`config.mk`:
```
export PLATFORM = sky130hd
export DESIGN_NAME = svs_top
export DESIGN_NICKNAME = d
export VERILOG_FILES = /design/src/svs_pkg.sv /design/src/svs_sync.sv /design/src/svs_fifo.sv /design/src/svs_top.sv
export SDC_FILE = /design/constraint.sdc
export NUM_CORES = 2
export LEC_CHECK = 0
export BUFFER_PORTS_ARGS = -buffer_cell sky130_fd_sc_hd__clkbuf_2
export CAP_MARGIN = 20
export CORE_AREA = 2 2 424 216
export CTS_CLUSTER_SIZE = 25
export DETAILED_ROUTE_END_ITERATION = 16
export DIE_AREA = 0 0 426 218
export PLACE_DENSITY = 0.78
export SLEW_MARGIN = 20
export SYNTH_ARGS = -nofsm -noshare
export SYNTH_HDL_FRONTEND = slang
export SYNTH_SLANG_ARGS = --single-unit
```
`constraint.sdc`:
```
create_clock -name pclk -period 15.4 [get_ports pclk]
set_clock_uncertainty 0.05 [all_clocks]
set_input_delay 3.08 -clock pclk [delete_from_list [all_inputs] [get_ports pclk]]
set_output_delay 3.08 -clock pclk [all_outputs]
set_load 0.01 [all_outputs]
```
`src/svs_pkg.sv`:
```
// Shared constants and types for the sensor video sync timing block
// How it works
// RL1: Level mode: line sync active for trail minus lead plus eight-times-extend plus pixel count.
// RL2: Level mode: line sync inactive for the rest of the row period.
// RL3: Level mode: first pixel appears lead plus one row clock after line sync rises.
// RL4: Level mode: frame sync inactive for inter-frame rows, overhead, integration, lead minus trail.
// RL5: Level mode: frame sync active for trail minus lead plus row period times rows.
// RL6: Pulse mode: line sync high three row clocks, low row period minus three.
// RL7: Pulse mode: frame sync high three row clocks, low frame period minus three.
// RL8: Pulse mode: first pixel 145 minus one row clock after line sync rises.
// RL9: Slave mode: controller holds each row trigger at least two master clocks.
// RL10: Slave mode: first pixel a fixed latency after the row trigger falls.
// RL11: Slave mode: row triggers spaced at least latency plus column count apart.
// RL12: Slave mode: frame trigger falls 1 to 96 master clocks after last row trigger; the block has no check or error flag for this.
// RL13: Slave mode: controller holds each frame trigger at least three master clocks.
package svs_pkg;
    localparam logic [7:0] SVS_OFS_CTRL = 8'h00;
    localparam logic [7:0] SVS_OFS_LINE = 8'h04;
    localparam logic [7:0] SVS_OFS_FRAME = 8'h08;
    localparam logic [7:0] SVS_OFS_ROW = 8'h0C;
    localparam logic [7:0] SVS_OFS_GEOM = 8'h10;
    localparam logic [7:0] SVS_OFS_OVH = 8'h14;
    localparam logic [7:0] SVS_OFS_SLAVE = 8'h18;
    localparam logic [7:0] SVS_OFS_FPER = 8'h1C;
    localparam logic [7:0] SVS_OFS_STATUS = 8'h20;
    localparam int SVS_CTRL_EN_BIT = 0;
    localparam int SVS_CTRL_MODE_LSB = 1;
    localparam int SVS_CTRL_BLANK_BIT = 3;
    localparam int SVS_ERR_LSB = 16;
    localparam logic [15:0] SVS_RST_ROW_PER = 16'h0320;
    localparam logic [15:0] SVS_RST_NPIX = 16'h0288;
    localparam logic [15:0] SVS_RST_NROWS = 16'h01E8;
    localparam logic [31:0] SVS_RST_FRAME_PER = 32'h0006_1A80;
    localparam logic [15:0] SVS_RST_LAT = 16'h0010;
    localparam logic [15:0] SVS_RST_NCOL = 16'h0288;
    localparam logic [31:0] SVS_PULSE_WIDTH = 32'h0000_0003;
    localparam logic [31:0] SVS_PULSE_PIX_OFS = 32'd145;
    localparam logic [31:0] SVS_BLANK_MULT = 32'h0000_0008;
    localparam logic [15:0] SVS_ROW_TRIG_MIN = 16'h0002;
    localparam logic [15:0] SVS_FRAME_TRIG_MIN = 16'h0003;
    localparam int SVS_PIX_W = 10;
    localparam int SVS_FIFO_D = 4;
    typedef enum logic [1:0] {
        SVS_MODE_LEVEL = 2'b00,
        SVS_MODE_PULSE = 2'b01,
        SVS_MODE_SLAVE = 2'b10
    } svs_mode_t;
    typedef enum logic [1:0] {
        SVS_ST_IDLE = 2'b00,
        SVS_ST_WAIT = 2'b01,
        SVS_ST_PIX = 2'b11
    } svs_state_t;
endpackage

```
`src/svs_sync.sv`:
```
// Two flip-flop synchroniser for signals from outside the pclk domain
`timescale 1ns/10ps
module svs_sync #(
    parameter int W = 1
) (
    input wire logic pclk,
    input wire logic presetn,
    input wire logic [W-1:0] async_in,
    output logic [W-1:0] sync_out
);
    logic [W-1:0] meta;
    always_ff @(posedge pclk or negedge presetn) begin
        if (!presetn) begin
            meta <= '0;
            sync_out <= '0;
        end else begin
            meta <= async_in;
            sync_out <= meta;
        end
    end
endmodule

```
`src/svs_fifo.sv`:
```
// Small pixel FIFO with valid/ready on both sides
`timescale 1ns/10ps
module svs_fifo #(
    parameter int W = 10,
    parameter int D = 4
) (
    input wire logic pclk,
    input wire logic presetn,
    input wire logic [W-1:0] in_data,
    input wire logic in_valid,
    output logic in_ready,
    output logic [W-1:0] out_data,
    output logic out_valid,
    input wire logic out_ready
);
    localparam int AW = $clog2(D);
    logic [W-1:0] mem [D];
    logic [AW-1:0] wptr;
    logic [AW-1:0] rptr;
    logic [AW:0] count;
    logic [AW:0] next_count;
    logic push;
    logic pop;
    assign out_valid = (count != '0);
    assign out_data = mem[rptr];
    assign push = in_valid && in_ready;
    assign pop = out_valid && out_ready;
    assign next_count = count + (AW+1)'(push) - (AW+1)'(pop);
    always_ff @(posedge pclk or negedge presetn) begin
        if (!presetn) begin
            wptr <= '0;
            rptr <= '0;
            count <= '0;
            in_ready <= 1'b1;
        end else begin
            if (push) begin
                wptr <= (wptr == AW'(D-1)) ? '0 : wptr + 1'b1;
            end
            if (pop) begin
                rptr <= (rptr == AW'(D-1)) ? '0 : rptr + 1'b1;
            end
            count <= next_count;
            // Ready comes from a flop so the source port sees a clean level
            in_ready <= (next_count != (AW+1)'(D));
        end
    end
    always_ff @(posedge pclk) begin
        if (push) begin
            mem[wptr] <= in_data;
        end
    end
endmodule

```
`src/svs_top.sv`:
```
// Video sync generator and pixel output port with APB register access
//
// Added by the designer: the address map and register access over APB.
`timescale 1ns/10ps
module svs_top
    import svs_pkg::*;
(
    input wire logic pclk,
    input wire logic presetn,
    input wire logic psel,
    input wire logic penable,
    input wire logic pwrite,
    input wire logic [7:0] paddr,
    input wire logic [31:0] pwdata,
    output logic [31:0] prdata,
    output logic pready,
    output logic pslverr,
    input wire logic mclk,
    input wire logic row_trigger,
    input wire logic frame_trigger,
    input wire logic [SVS_PIX_W-1:0] src_data,
    input wire logic src_valid,
    output logic src_ready,
    output logic pix_clk,
    output logic line_sync,
    output logic frame_sync,
    output logic pix_valid,
    output logic [SVS_PIX_W-1:0] pix_data
);
    typedef struct packed {
        logic enable;
        svs_mode_t mode;
        logic blank_pixel_extend;
        logic [15:0] line_sync_lead;
        logic [15:0] line_sync_trail;
        logic [15:0] frame_sync_lead;
        logic [15:0] frame_sync_trail;
        logic [15:0] row_period_cycles;
        logic [15:0] active_pixel_count;
        logic [15:0] active_row_count;
        logic [15:0] inter_frame_rows;
        logic [15:0] row_overhead_cycles;
        logic [15:0] row_integration_cycles;
        logic [15:0] trigger_to_pixel_latency;
        logic [15:0] column_count;
        logic [31:0] frame_period_cycles;
        logic [3:0] err;
        logic pready;
        logic pslverr;
        logic [31:0] prdata;
        logic mclk_q;
        logic row_q;
        logic frame_q;
        logic [31:0] hcnt;
        logic [31:0] fcnt;
        logic [15:0] pcnt;
        logic [15:0] row_w;
        logic [15:0] frame_w;
        logic [31:0] row_gap;
        svs_state_t st;
        logic pix_clk;
        logic line_sync;
        logic frame_sync;
        logic pix_valid;
        logic [SVS_PIX_W-1:0] pix_data;
        logic [15:0] frames;
    } svs_regs_t;

    svs_regs_t r;
    svs_regs_t next_r;
    logic [2:0] sync_in;
    logic mclk_s;
    logic row_s;
    logic frame_s;
    logic [SVS_PIX_W-1:0] fifo_data;
    logic fifo_valid;
    logic fifo_pop;

    svs_sync #(.W(3)) u_sync (
        .pclk(pclk),
        .presetn(presetn),
        .async_in({mclk, row_trigger, frame_trigger}),
        .sync_out(sync_in)
    );
    assign mclk_s = sync_in[2];
    assign row_s = sync_in[1];
    assign frame_s = sync_in[0];

    svs_fifo #(.W(SVS_PIX_W), .D(SVS_FIFO_D)) u_fifo (
        .pclk(pclk),
        .presetn(presetn),
        .in_data(src_data),
        .in_valid(src_valid),
        .in_ready(src_ready),
        .out_data(fifo_data),
        .out_valid(fifo_valid),
        .out_ready(fifo_pop)
    );

    // Derived timing, all in row-unit clocks
    logic tick;
    logic [31:0] ls_act;
    logic [31:0] fs_act;
    logic [31:0] fs_inact;
    logic [31:0] row_per;
    logic [31:0] frame_len;
    logic [31:0] pix_start;
    logic [31:0] npix;
    logic slot;
    logic apb_acc;
    logic apb_wr;
    logic row_fall;
    logic frame_fall;
    logic [3:0] err_set;

    assign fifo_pop = tick && slot && fifo_valid;

    always_comb begin
        next_r = r;
        err_set = '0;
        slot = 1'b0;
        tick = mclk_s && !r.mclk_q;
        row_fall = tick && r.row_q && !row_s;
        frame_fall = tick && r.frame_q && !frame_s;
        row_per = {16'h0000, r.row_period_cycles};
        npix = {16'h0000, r.active_pixel_count};
        ls_act = {16'h0000, r.line_sync_trail} - {16'h0000, r.line_sync_lead}
            + (r.blank_pixel_extend ? SVS_BLANK_MULT : 32'h0000_0000) + npix; // RL1
        fs_act = {16'h0000, r.frame_sync_trail} - {16'h0000, r.frame_sync_lead}
            + 32'(row_per * {16'h0000, r.active_row_count}); // RL5
        fs_inact = 32'(row_per * {16'h0000, r.inter_frame_rows}) + {16'h0000, r.row_overhead_cycles}
            + {16'h0000, r.row_integration_cycles} + {16'h0000, r.frame_sync_lead}
            - {16'h0000, r.frame_sync_trail}; // RL4
        if (r.mode == SVS_MODE_PULSE) begin
            frame_len = r.frame_period_cycles; // RL7
            pix_start = SVS_PULSE_PIX_OFS - 32'h0000_0001; // RL8
        end else begin
            frame_len = fs_act + fs_inact;
            pix_start = {16'h0000, r.line_sync_lead} + 32'h0000_0001; // RL3
        end
        next_r.mclk_q = mclk_s;
        next_r.pix_clk = mclk_s;

        // APB slave: one wait state, answer registered
        apb_acc = psel && penable && !r.pready;
        apb_wr = psel && penable && r.pready && pwrite;
        next_r.pready = apb_acc;
        next_r.pslverr = 1'b0;
        if (apb_acc) begin
            next_r.prdata = 32'h0000_0000;
            case (paddr)
                SVS_OFS_CTRL: next_r.prdata = {28'h0000000, r.blank_pixel_extend, r.mode, r.enable};
                SVS_OFS_LINE: next_r.prdata = {r.line_sync_trail, r.line_sync_lead};
                SVS_OFS_FRAME: next_r.prdata = {r.frame_sync_trail, r.frame_sync_lead};
                SVS_OFS_ROW: next_r.prdata = {r.active_pixel_count, r.row_period_cycles};
                SVS_OFS_GEOM: next_r.prdata = {r.inter_frame_rows, r.active_row_count};
                SVS_OFS_OVH: next_r.prdata = {r.row_integration_cycles, r.row_overhead_cycles};
                SVS_OFS_SLAVE: next_r.prdata = {r.column_count, r.trigger_to_pixel_latency};
                SVS_OFS_FPER: next_r.prdata = r.frame_period_cycles;
                SVS_OFS_STATUS: next_r.prdata = {12'h000, r.err, r.frames};
                default: next_r.pslverr = 1'b1;
            endcase
        end
        if (apb_wr && !r.pslverr) begin
            case (paddr)
                SVS_OFS_CTRL: begin
                    next_r.enable = pwdata[SVS_CTRL_EN_BIT];
                    next_r.mode = svs_mode_t'(pwdata[SVS_CTRL_MODE_LSB +: 2]);
                    next_r.blank_pixel_extend = pwdata[SVS_CTRL_BLANK_BIT];
                end
                SVS_OFS_LINE: {next_r.line_sync_trail, next_r.line_sync_lead} = pwdata;
                SVS_OFS_FRAME: {next_r.frame_sync_trail, next_r.frame_sync_lead} = pwdata;
                SVS_OFS_ROW: {next_r.active_pixel_count, next_r.row_period_cycles} = pwdata;
                SVS_OFS_GEOM: {next_r.inter_frame_rows, next_r.active_row_count} = pwdata;
                SVS_OFS_OVH: {next_r.row_integration_cycles, next_r.row_overhead_cycles} = pwdata;
                SVS_OFS_SLAVE: {next_r.column_count, next_r.trigger_to_pixel_latency} = pwdata;
                SVS_OFS_FPER: next_r.frame_period_cycles = pwdata;
                default: ;
            endcase
        end

        // Timing engine, advances only on a row-unit clock edge
        if (!r.enable) begin
            // Park one step before zero so the first tick opens a full row and frame
            next_r.hcnt = 32'hFFFF_FFFF;
            next_r.fcnt = 32'hFFFF_FFFF;
            // First row trigger after enable is never flagged as too close
            next_r.row_gap = 32'hFFFF_FFFF;
            next_r.pcnt = 16'h0000;
            next_r.st = SVS_ST_IDLE;
            next_r.line_sync = 1'b0;
            next_r.frame_sync = 1'b0;
            next_r.pix_valid = 1'b0;
            next_r.row_q = row_s;
            next_r.frame_q = frame_s;
        end else if (tick) begin
            next_r.row_q = row_s;
            next_r.frame_q = frame_s;
            if (r.mode == SVS_MODE_SLAVE) begin
                // Sync outputs follow the external triggers
                next_r.line_sync = row_s;
                next_r.frame_sync = frame_s;
                next_r.row_w = row_s ? r.row_w + 16'h0001 : 16'h0000;
                next_r.frame_w = frame_s ? r.frame_w + 16'h0001 : 16'h0000;
                next_r.row_gap = (&r.row_gap) ? r.row_gap : r.row_gap + 32'h0000_0001;
                if (row_fall && r.row_w < SVS_ROW_TRIG_MIN) begin // RL9
                    err_set[0] = 1'b1;
                end
                if (frame_fall && r.frame_w < SVS_FRAME_TRIG_MIN) begin // RL13
                    err_set[1] = 1'b1;
                end
                if (row_s && !r.row_q) begin
                    next_r.row_gap = 32'h0000_0000;
                    if (r.row_gap < {16'h0000, r.trigger_to_pixel_latency} + {16'h0000, r.column_count}) begin // RL11
                        err_set[2] = 1'b1;
                    end
                end
                if (frame_fall) begin
                    next_r.frames = r.frames + 16'h0001;
                end
                case (r.st)
                    SVS_ST_IDLE: begin
                        next_r.pcnt = 16'h0000;
                    end
                    SVS_ST_WAIT: begin
                        next_r.pcnt = r.pcnt + 16'h0001;
                        if (r.pcnt + 16'h0001 >= r.trigger_to_pixel_latency) begin // RL10
                            next_r.st = SVS_ST_PIX;
                            next_r.pcnt = 16'h0000;
                            slot = 1'b1;
                        end
                    end
                    SVS_ST_PIX: begin
                        next_r.pcnt = r.pcnt + 16'h0001;
                        if (r.pcnt + 16'h0001 >= r.column_count) begin
                            next_r.st = SVS_ST_IDLE;
                        end else begin
                            slot = 1'b1;
                        end
                    end
                    default: next_r.st = SVS_ST_IDLE;
                endcase
                if (row_fall) begin
                    next_r.st = SVS_ST_WAIT;
                    next_r.pcnt = 16'h0000;
                end
            end else begin
                next_r.st = SVS_ST_IDLE;
                next_r.hcnt = (r.hcnt + 32'h0000_0001 >= row_per) ? 32'h0000_0000 : r.hcnt + 32'h0000_0001;
                next_r.fcnt = r.fcnt + 32'h0000_0001;
                if (r.fcnt + 32'h0000_0001 >= frame_len) begin
                    next_r.fcnt = 32'h0000_0000;
                    next_r.hcnt = 32'h0000_0000;
                    next_r.frames = r.frames + 16'h0001;
                end
                if (r.mode == SVS_MODE_PULSE) begin
                    next_r.line_sync = next_r.hcnt < SVS_PULSE_WIDTH; // RL6
                    next_r.frame_sync = next_r.fcnt < SVS_PULSE_WIDTH; // RL7
                    slot = next_r.hcnt >= pix_start && next_r.hcnt < pix_start + npix; // RL8
                end else begin
                    next_r.line_sync = next_r.hcnt < ls_act; // RL1 RL2
                    next_r.frame_sync = next_r.fcnt < fs_act; // RL4 RL5
                    slot = next_r.frame_sync && next_r.hcnt >= pix_start
                        && next_r.hcnt < pix_start + npix; // RL3
                end
            end
            // One pixel per row-unit clock; empty FIFO sends zero and flags it
            next_r.pix_valid = slot;
            next_r.pix_data = fifo_valid ? fifo_data : '0;
            if (slot && !fifo_valid) begin
                err_set[3] = 1'b1;
            end
        end
        // Error flags: write one to clear, a new event wins over the clear
        if (apb_wr && paddr == SVS_OFS_STATUS) begin
            next_r.err = r.err & ~pwdata[SVS_ERR_LSB +: 4];
        end
        next_r.err = next_r.err | err_set;
    end

    always_ff @(posedge pclk or negedge presetn) begin
        if (!presetn) begin
            r <= '0;
            r.mode <= SVS_MODE_LEVEL;
            r.row_period_cycles <= SVS_RST_ROW_PER;
            r.active_pixel_count <= SVS_RST_NPIX;
            r.active_row_count <= SVS_RST_NROWS;
            r.frame_period_cycles <= SVS_RST_FRAME_PER;
            r.trigger_to_pixel_latency <= SVS_RST_LAT;
            r.column_count <= SVS_RST_NCOL;
            r.st <= SVS_ST_IDLE;
        end else begin
            r <= next_r;
        end
    end

    assign prdata = r.prdata;
    assign pready = r.pready;
    assign pslverr = r.pslverr;
    assign pix_clk = r.pix_clk;
    assign line_sync = r.line_sync;
    assign frame_sync = r.frame_sync;
    assign pix_valid = r.pix_valid;
    assign pix_data = r.pix_data;
endmodule

```
======== Yosys cells after proc, flatten, opt, wreduce, memory -nomap -nowiden ========
Memories as Yosys holds them, arrays and structs flattened.
Index checks and enable logic that the tools add are counted.
storage, ports and cells
  flip-flop bits (word level) ............. 458
  memory bits (writable) .................. 40
  input port bits ......................... 59
  output and inout port bits .............. 49
  word-level logic and storage cells ...... 216
  memories ................................ 1
memories
  memory      depth  width  rd ports  clocked after Yosys merged registers in  wr ports  line            source
  u_fifo.mem  4      10     1         0                                        1         svs_fifo.sv:17  logic [W-1:0] mem [D];
cells by class
  add/subtract/negate cells ............... 24
  multipliers ............................. 2
  $lt $le $gt $ge ......................... 13
  equality and inequality tests ........... 24
  multiplexer cells ....................... 58
  bitwise operators ....................... 3
  reductions and logical operators ........ 50
operators by type and width
  operator                                                                        number
  64-bit 2-to-1 mux                                                               5
  32-bit one-hot mux with 9 select lines                                          1
  148-bit 2-to-1 mux                                                              1
  32-bit by 16-bit adder with 32-bit output                                       4
  32-bit 2-to-1 mux                                                               4
  16-bit 2-to-1 mux                                                               7
  32-bit by 1-bit adder with 32-bit output (second input constant)                3
  32-bit less-than comparator                                                     3
  82-bit 2-to-1 mux                                                               1
  80-bit 2-to-1 mux                                                               1
  16-bit by 1-bit adder with 16-bit output (second input constant)                4
  32-bit adder                                                                    2
  32-bit greater-or-equal comparator                                              2
  32-bit by 2-bit less-than comparator with 1-bit output (second input constant)  2
  16-bit by 16-bit multiplier with 32-bit output                                  2
  16-bit one-hot mux with 3 select lines                                          1
  34-bit 2-to-1 mux                                                               1
  16-bit by 16-bit subtractor with 17-bit output                                  2
  33-bit 2-to-1 mux                                                               1
  8-bit by 5-bit == test with 1-bit output (second input constant)                4
  16-bit greater-or-equal comparator                                              2
  32-bit by 16-bit greater-or-equal comparator with 1-bit output                  1
  16-bit by 2-bit less-than comparator with 1-bit output (second input constant)  2
  32-bit by 17-bit less-than comparator with 1-bit output                         1
  43 further kinds                                                                117

======== Depth between registers and ports, before layout ========
  word-level depth ........................ 26
  mapped depth ............................ 81

======== By module ========
From an unflattened synthesis, not the netlist that was laid out.
second synthesis, totals
  cell total of the unflattened synthesis .. 5,684
  area, all modules ....................... 52,419.0 um^2
by module, submodules not included
  module    instances  cells an instance  area each (um^2)  seq. area each (um^2)
  svs_top   1          5,588              50,348.3          11,136.9
  svs_fifo  1          90                 1,920.6           1,402.6
  svs_sync  1          6                  150.1             150.1

======== Worst setup path before layout ========
Ideal clock, no wire load.
  kind .................................... reg2reg
  start ................................... register r[394] in the netlist's numbering
  end ..................................... register u_fifo.in_ready
  setup time .............................. 0.086 ns
  arrival time ............................ 15.796 ns
  slack ................................... -0.533 ns
  cell stages (with the launch flop) ...... 82
  clock period less this slack ............ 15.933 ns
  cells stage by stage .................... dfrtp_1 -> inv_1 -> ha_1 -> nor2b_1 -> o21ai_0 -> a21boi_0 -> o21a_1 -> o21ai_0 -> nor2b_1 -> o21ai_0 -> o41ai_1 -> xnor2_1 -> fa_1 -> inv_1 -> fa_1 -> fa_1 -> inv_1 -> fa_1 -> (+46 left out) -> a21o_1 -> a21o_1 -> a21oi_1 -> o21ai_0 -> a21o_1 -> a211oi_1 -> nand4_1 -> o21ai_0 -> o211ai_2 -> a21boi_2 -> ha_1 -> inv_1 -> ha_1 -> inv_1 -> fa_1 -> xnor2_1 -> xnor2_1 -> nand3b_1
between the ends
  word-level cells in the longest chain between the ends .. 23
  elaborated cells between the ends (all ways) .. 28
  those cells by class .................... add/sub (6); order compare (4); eq/ne (1); mux (11); reduce/logical (6)
RTL lines
  what                                                                                                                line                            source
  start: declaration                                                                                                  svs_top.sv:69                   svs_regs_t r;
  start signal: assignment                                                                                            svs_top.sv:293                  r <= next_r;
  32-bit by 16-bit adder with 32-bit output / 16-bit by 16-bit subtractor with 17-bit output (equally long branches)  svs_top.sv:132, svs_top.sv:129
  32-bit by 16-bit subtractor with 32-bit output / 32-bit adder (equally long branches)                               svs_top.sv:133, svs_top.sv:130
  32-bit adder                                                                                                        svs_top.sv:138                  frame_len = fs_act + fs_inact;
  32-bit 2-to-1 mux                                                                                                   svs_top.sv:134                  if (r.mode == SVS_MODE_PULSE) begin
  32-bit greater-or-equal comparator                                                                                  svs_top.sv:251                  if (r.fcnt + 32'h0000_0001 >= frame_len) begin
  64-bit 2-to-1 mux                                                                                                   svs_top.sv:251
  64-bit 2-to-1 mux                                                                                                   svs_top.sv:199                  if (r.mode == SVS_MODE_SLAVE) begin
  64-bit 2-to-1 mux                                                                                                   svs_top.sv:196                  end else if (tick) begin
  (+8 left out)                                                                                                       n/a
  1-bit 2-to-1 mux *                                                                                                  svs_top.sv:196
  1-bit 2-to-1 mux *                                                                                                  svs_top.sv:183                  if (!r.enable) begin
  1-bit logical AND * (2 in series)                                                                                   svs_top.sv:116                  assign fifo_pop = tick && slot && fifo_valid;
  1-bit logical AND *                                                                                                 svs_fifo.sv:27                  assign pop = out_valid && out_ready;
  named net u_fifo.pop                                                                                                svs_fifo.sv:23                  logic pop;
  3-bit by 1-bit subtractor with 3-bit output *                                                                       svs_fifo.sv:28                  assign next_count = count + (AW+1)'(push) - (AW+1)'(pop);
  named net u_fifo.next_count[2]                                                                                      svs_fifo.sv:21                  logic [AW:0] next_count;
  3-bit inequality test *                                                                                             svs_fifo.sv:44                  in_ready <= (next_count != (AW+1)'(D));
  end signal: assignment                                                                                              svs_fifo.sv:44
  end: declaration                                                                                                    svs_fifo.sv:11                  output logic in_ready,
Mark *: on every way through the listed nets, which the timed path passes. The rest lies on a longest branch. The select of a mux whose other input is x is not followed.
A chain may end at the register's enable or synchronous reset.

======== Worst setup path in the final report ========
  start ................................... register r[378] in the netlist's numbering
  end ..................................... register u_fifo.in_ready
between the ends
  word-level cells in the longest chain between the ends .. 23
  elaborated cells between the ends (all ways) .. 27
  those cells by class .................... add/sub (5); order compare (4); eq/ne (1); mux (11); reduce/logical (6)
RTL lines
  what                                            line            source
  16-bit by 16-bit subtractor with 17-bit output  svs_top.sv:129  fs_act = {16'h0000, r.frame_sync_trail} - {16'h0000, r.frame_sync_lead}
  32-bit adder                                    svs_top.sv:130  + 32'(row_per * {16'h0000, r.active_row_count});
  32-bit adder                                    svs_top.sv:138
  32-bit 2-to-1 mux                               svs_top.sv:134
  32-bit greater-or-equal comparator              svs_top.sv:251
  64-bit 2-to-1 mux                               svs_top.sv:251
  64-bit 2-to-1 mux                               svs_top.sv:199
  64-bit 2-to-1 mux                               svs_top.sv:196
  (+8 left out)                                   n/a
  1-bit 2-to-1 mux *                              svs_top.sv:196
  1-bit 2-to-1 mux *                              svs_top.sv:183
  1-bit logical AND * (2 in series)               svs_top.sv:116
  1-bit logical AND *                             svs_fifo.sv:27
  named net u_fifo.pop                            svs_fifo.sv:23
  3-bit by 1-bit subtractor with 3-bit output *   svs_fifo.sv:28
  named net u_fifo.next_count[2]                  svs_fifo.sv:21
  3-bit inequality test *                         svs_fifo.sv:44
Marked as above.

==> flow_summary.json <==
{
  "finalHoldViolCount": 0,
  "num_vias": 44800,
  "p_int_mw": 3.04,
  "grt_pass1_wl_um": 281000,
  "ant_nets": 0,
  "path_clk_slew_ns": 0.07,
  "switchingPower_mw": 1.80,
  "syn-cell-area_um2": 52000,
  "p_per_area_nw_per_um2": 81.9,
  "crit_path_frequent_cell": "fa_1",
  "async_reset_ff_share_pct": 92.0,
  "slowest_delay_ns": 0.57,
  "nets": 7050,
  "start_util_pct": 58.2,
  "yosysTopAreaCell": "dfrtp_1",
  "post-route-period-util_pct": 106,
  "synth_common_cells": "inv_1 (852), nand2_1 (605), ha_1 (542)",
  "grt.overflow.total": 0,
  "die-width_um": 426,
  "clockPowerShare_pct": 25.5,
  "numClockSinks": 498,
  "htreeDepth": 2,
  "yosysUniqueCellTypes": 89,
  "timing.slew.headroom_pct": 18.5,
  "finalPower_mw": 4.84,
  "avgSynthCellArea_um2": 9.34,
  "yosysSeqAreaShare_pct": 24.4,
  "grt_usage_pct": 41.0,
  "synth_edf_count": 40,
  "route.detailed.drc": 0,
  "failed_checks": "negative setup slack",
  "ys_seq_elements": 498,
  "grt_pass1_vias": 43100,
  "io_pins": 108,
  "synth_area_leaders": "dfrtp_1 (21%), fa_1 (20%), ha_1 (13%)",
  "worstSetupPathType": "register to register",
  "gp_congestion": 1.14,
  "ctsHoldBuffers": 0,
  "area_delta_synth_final_pct": 13.7,
  "antenna_found_initial": 17,
  "cp.required_ns": 15.92,
  "start_kind": "register",
  "setup_ws_ns": -0.916,
  "drv_slew": 0,
  "hold_class": "register to register",
  "rows": 78,
  "portBuffers": 107,
  "cap_violations": 0,
  "cp_max_fo": 5,
  "p_sw_share_pct": 37.3,
  "wirelength_um": 189000,
  "rsz0062_at_grt": "yes",
  "first_iter_violations": 6542,
  "die_area_um2": 92900,
  "wire_per_inst_um": 26.4,
  "clk_path_buf_depth": 3,
  "dieHeight_um": 218,
  "yosys.cell_count.top_type": "inv_1",
  "status": "finished, violations left",
  "setup_viol_count_final": 8,
  "p_seq_share_pct": 28.5,
  "root_buffer": "clkbuf_16",
  "power.leakage_nw": 30.0,
  "tightest_slew_ns": 1.22,
  "fillers": 7057,
  "hpwl_um": 151000,
  "synth_top_area_share_pct": 21.0,
  "fmax_mhz": 61.3,
  "postLayoutCellArea_um2": 59200,
  "drtPass1Iterations": 9,
  "synth_flop_cell": "dfrtp_1",
  "syn_inst": 5571,
  "clock_latency_ns": 0.67,
  "cp_slowest_cell": "fa_1",
  "cts_tree": "yes",
  "core_um2": 89400,
  "drive_gt1_share_pct": 17.2,
  "synth_warnings": 0,
  "critPathCaptureType": "register",
  "place_area_um2": 56200,
  "cp.arrival_ns": 16.84,
  "numCtsBuffers": 44,
  "comb_power_share_pct": 46.1,
  "vias_per_cell": 6.24,
  "grt_max_degree": 158,
  "vdd_drop_max_mv": 0.0939,
  "min_period_ns": 16.32
}
==> final cells by class <==
| cell class | count | area [um^2] | share of cell area, % |
|---|---|---|---|
| inverters | 853 | 3210 | 5.42 |
| repair buffers | 564 | 4160 | 7.03 |
| well taps | 1200 | 1500 | 2.54 |
| multi-input cells | 3969 | 36100 | 61.0 |
| flip-flops and latches | 498 | 12700 | 21.5 |
| clock buffers | 62 | 1240 | 2.09 |
| clock inverters | 20 | 275 | 0.465 |
| diodes | 8 | 20.0 | 0.0338 |
==> worst max-delay path, delay by kind of cell, from the launching register on <==
kind,cells,cell delay (ns)
AOI/OAI and AO/OA,20,3.13
xor gates and xnor gates,6,1.11
adders and majority gates,19,7.23
buffers and inverters,15,1.25
DFF,1,0.41
muxes,1,0.10
and+or+nand+nor,20,2.94
==> routing by layer <==
| layer | track usage (%) | part of all wire (%) |
|---|---|---|
| met5 | 1.30 | 0.31 |
| met4 | 7.73 | 2.4 |
| met1 | 61.8 | 42 |
| met2 | 49.0 | 35 |
| met3 | 24.4 | 19 |
==> kinds of logic after synthesis <==
group,Yosys count,synth area share (%)
compound gates,922,11.7
xor+xnor,247,4.16
fa+ha+maj,1061,33.0
buf+inv,1122,8.44
flops,498,24.4
mux,180,4.09
other cells,1,0.00721
simple gates,1540,14.2
==> placed cells by master, fill, tap and decap left out, types with 50 or more instances in the layout <==
cell and n:
a21o_1 96, ha_1 512, and2_1 214, nand4_1 50, mux2_2 155, nor3_1 58, xnor2_1 138, nand2_1 600
nor2_1 223, and3_1 60, xor2_1 102, a21oi_1 190, o21ai_0 211, fa_1 516, buf_4 440, dfrtp_1 435
clkbuf_2 106, inv_1 835, nand3_1 112
==> power by group through the flow <==
stage	combinational (mW)	sequential (mW)	clock, mW
final	2.23	1.38	1.23
after global routing	2.44	1.38	1.27
after CTS	2.04	1.38	1.23
after detailed placement	1.92	1.40	0
after global placement	1.88	1.40	0
after floorplan	1.12	1.39	0
==> per-stage QoR <==
stage	instances	setup slack, ns	TNS [ns]	util [%]	hold WS [ns]
after floorplan	5589	0.00216	0	-	0.281
after global placement	7031	-1.22	-5.14	62.8	0.283
after detailed placement	7031	-1.57	-8.29	62.8	0.291
after CTS	7143	-0.680	-1.69	65.3	0.309
after global routing	7167	-1.50	-7.65	66.2	0.312
final	7174	-0.916	-2.87	66.2	0.303
==> final timing paths <==
check,startpoint,endpoint,slack (ns),depth (start not counted)
worst max-delay path,r[378],u_fifo.in_ready,-0.92,81
worst min-delay path,u_sync.meta[1],u_sync.sync_out[1],0.30,0
worst max register to register,r[378],u_fifo.in_ready,-0.92,81
worst min register to register,u_sync.meta[1],u_sync.sync_out[1],0.30,0
max in group asynchronous,presetn,r[163],10.59,3
min in group asynchronous,presetn,r[329],2.41,1
==> registers in the layout, summed over array words and instances, names as in the netlist, 2 cells and up <==
name             count
npix                16
pix_data            10
u_sync.meta          3
u_sync.sync_out      3
u_fifo.rptr          2
u_fifo.count         3
u_fifo.mem          40
r                  380
prdata              32
u_fifo.wptr          2
==> repair_timing <==
item | CTS | global route
cloned | 2 | 0
gates resized for setup | 94 | 95
buffers inserted | 28 | 22
endpoints found under the setup margin | 10 | 10
pin swaps | 63 | 126
(Power assumes the default switching activity.)
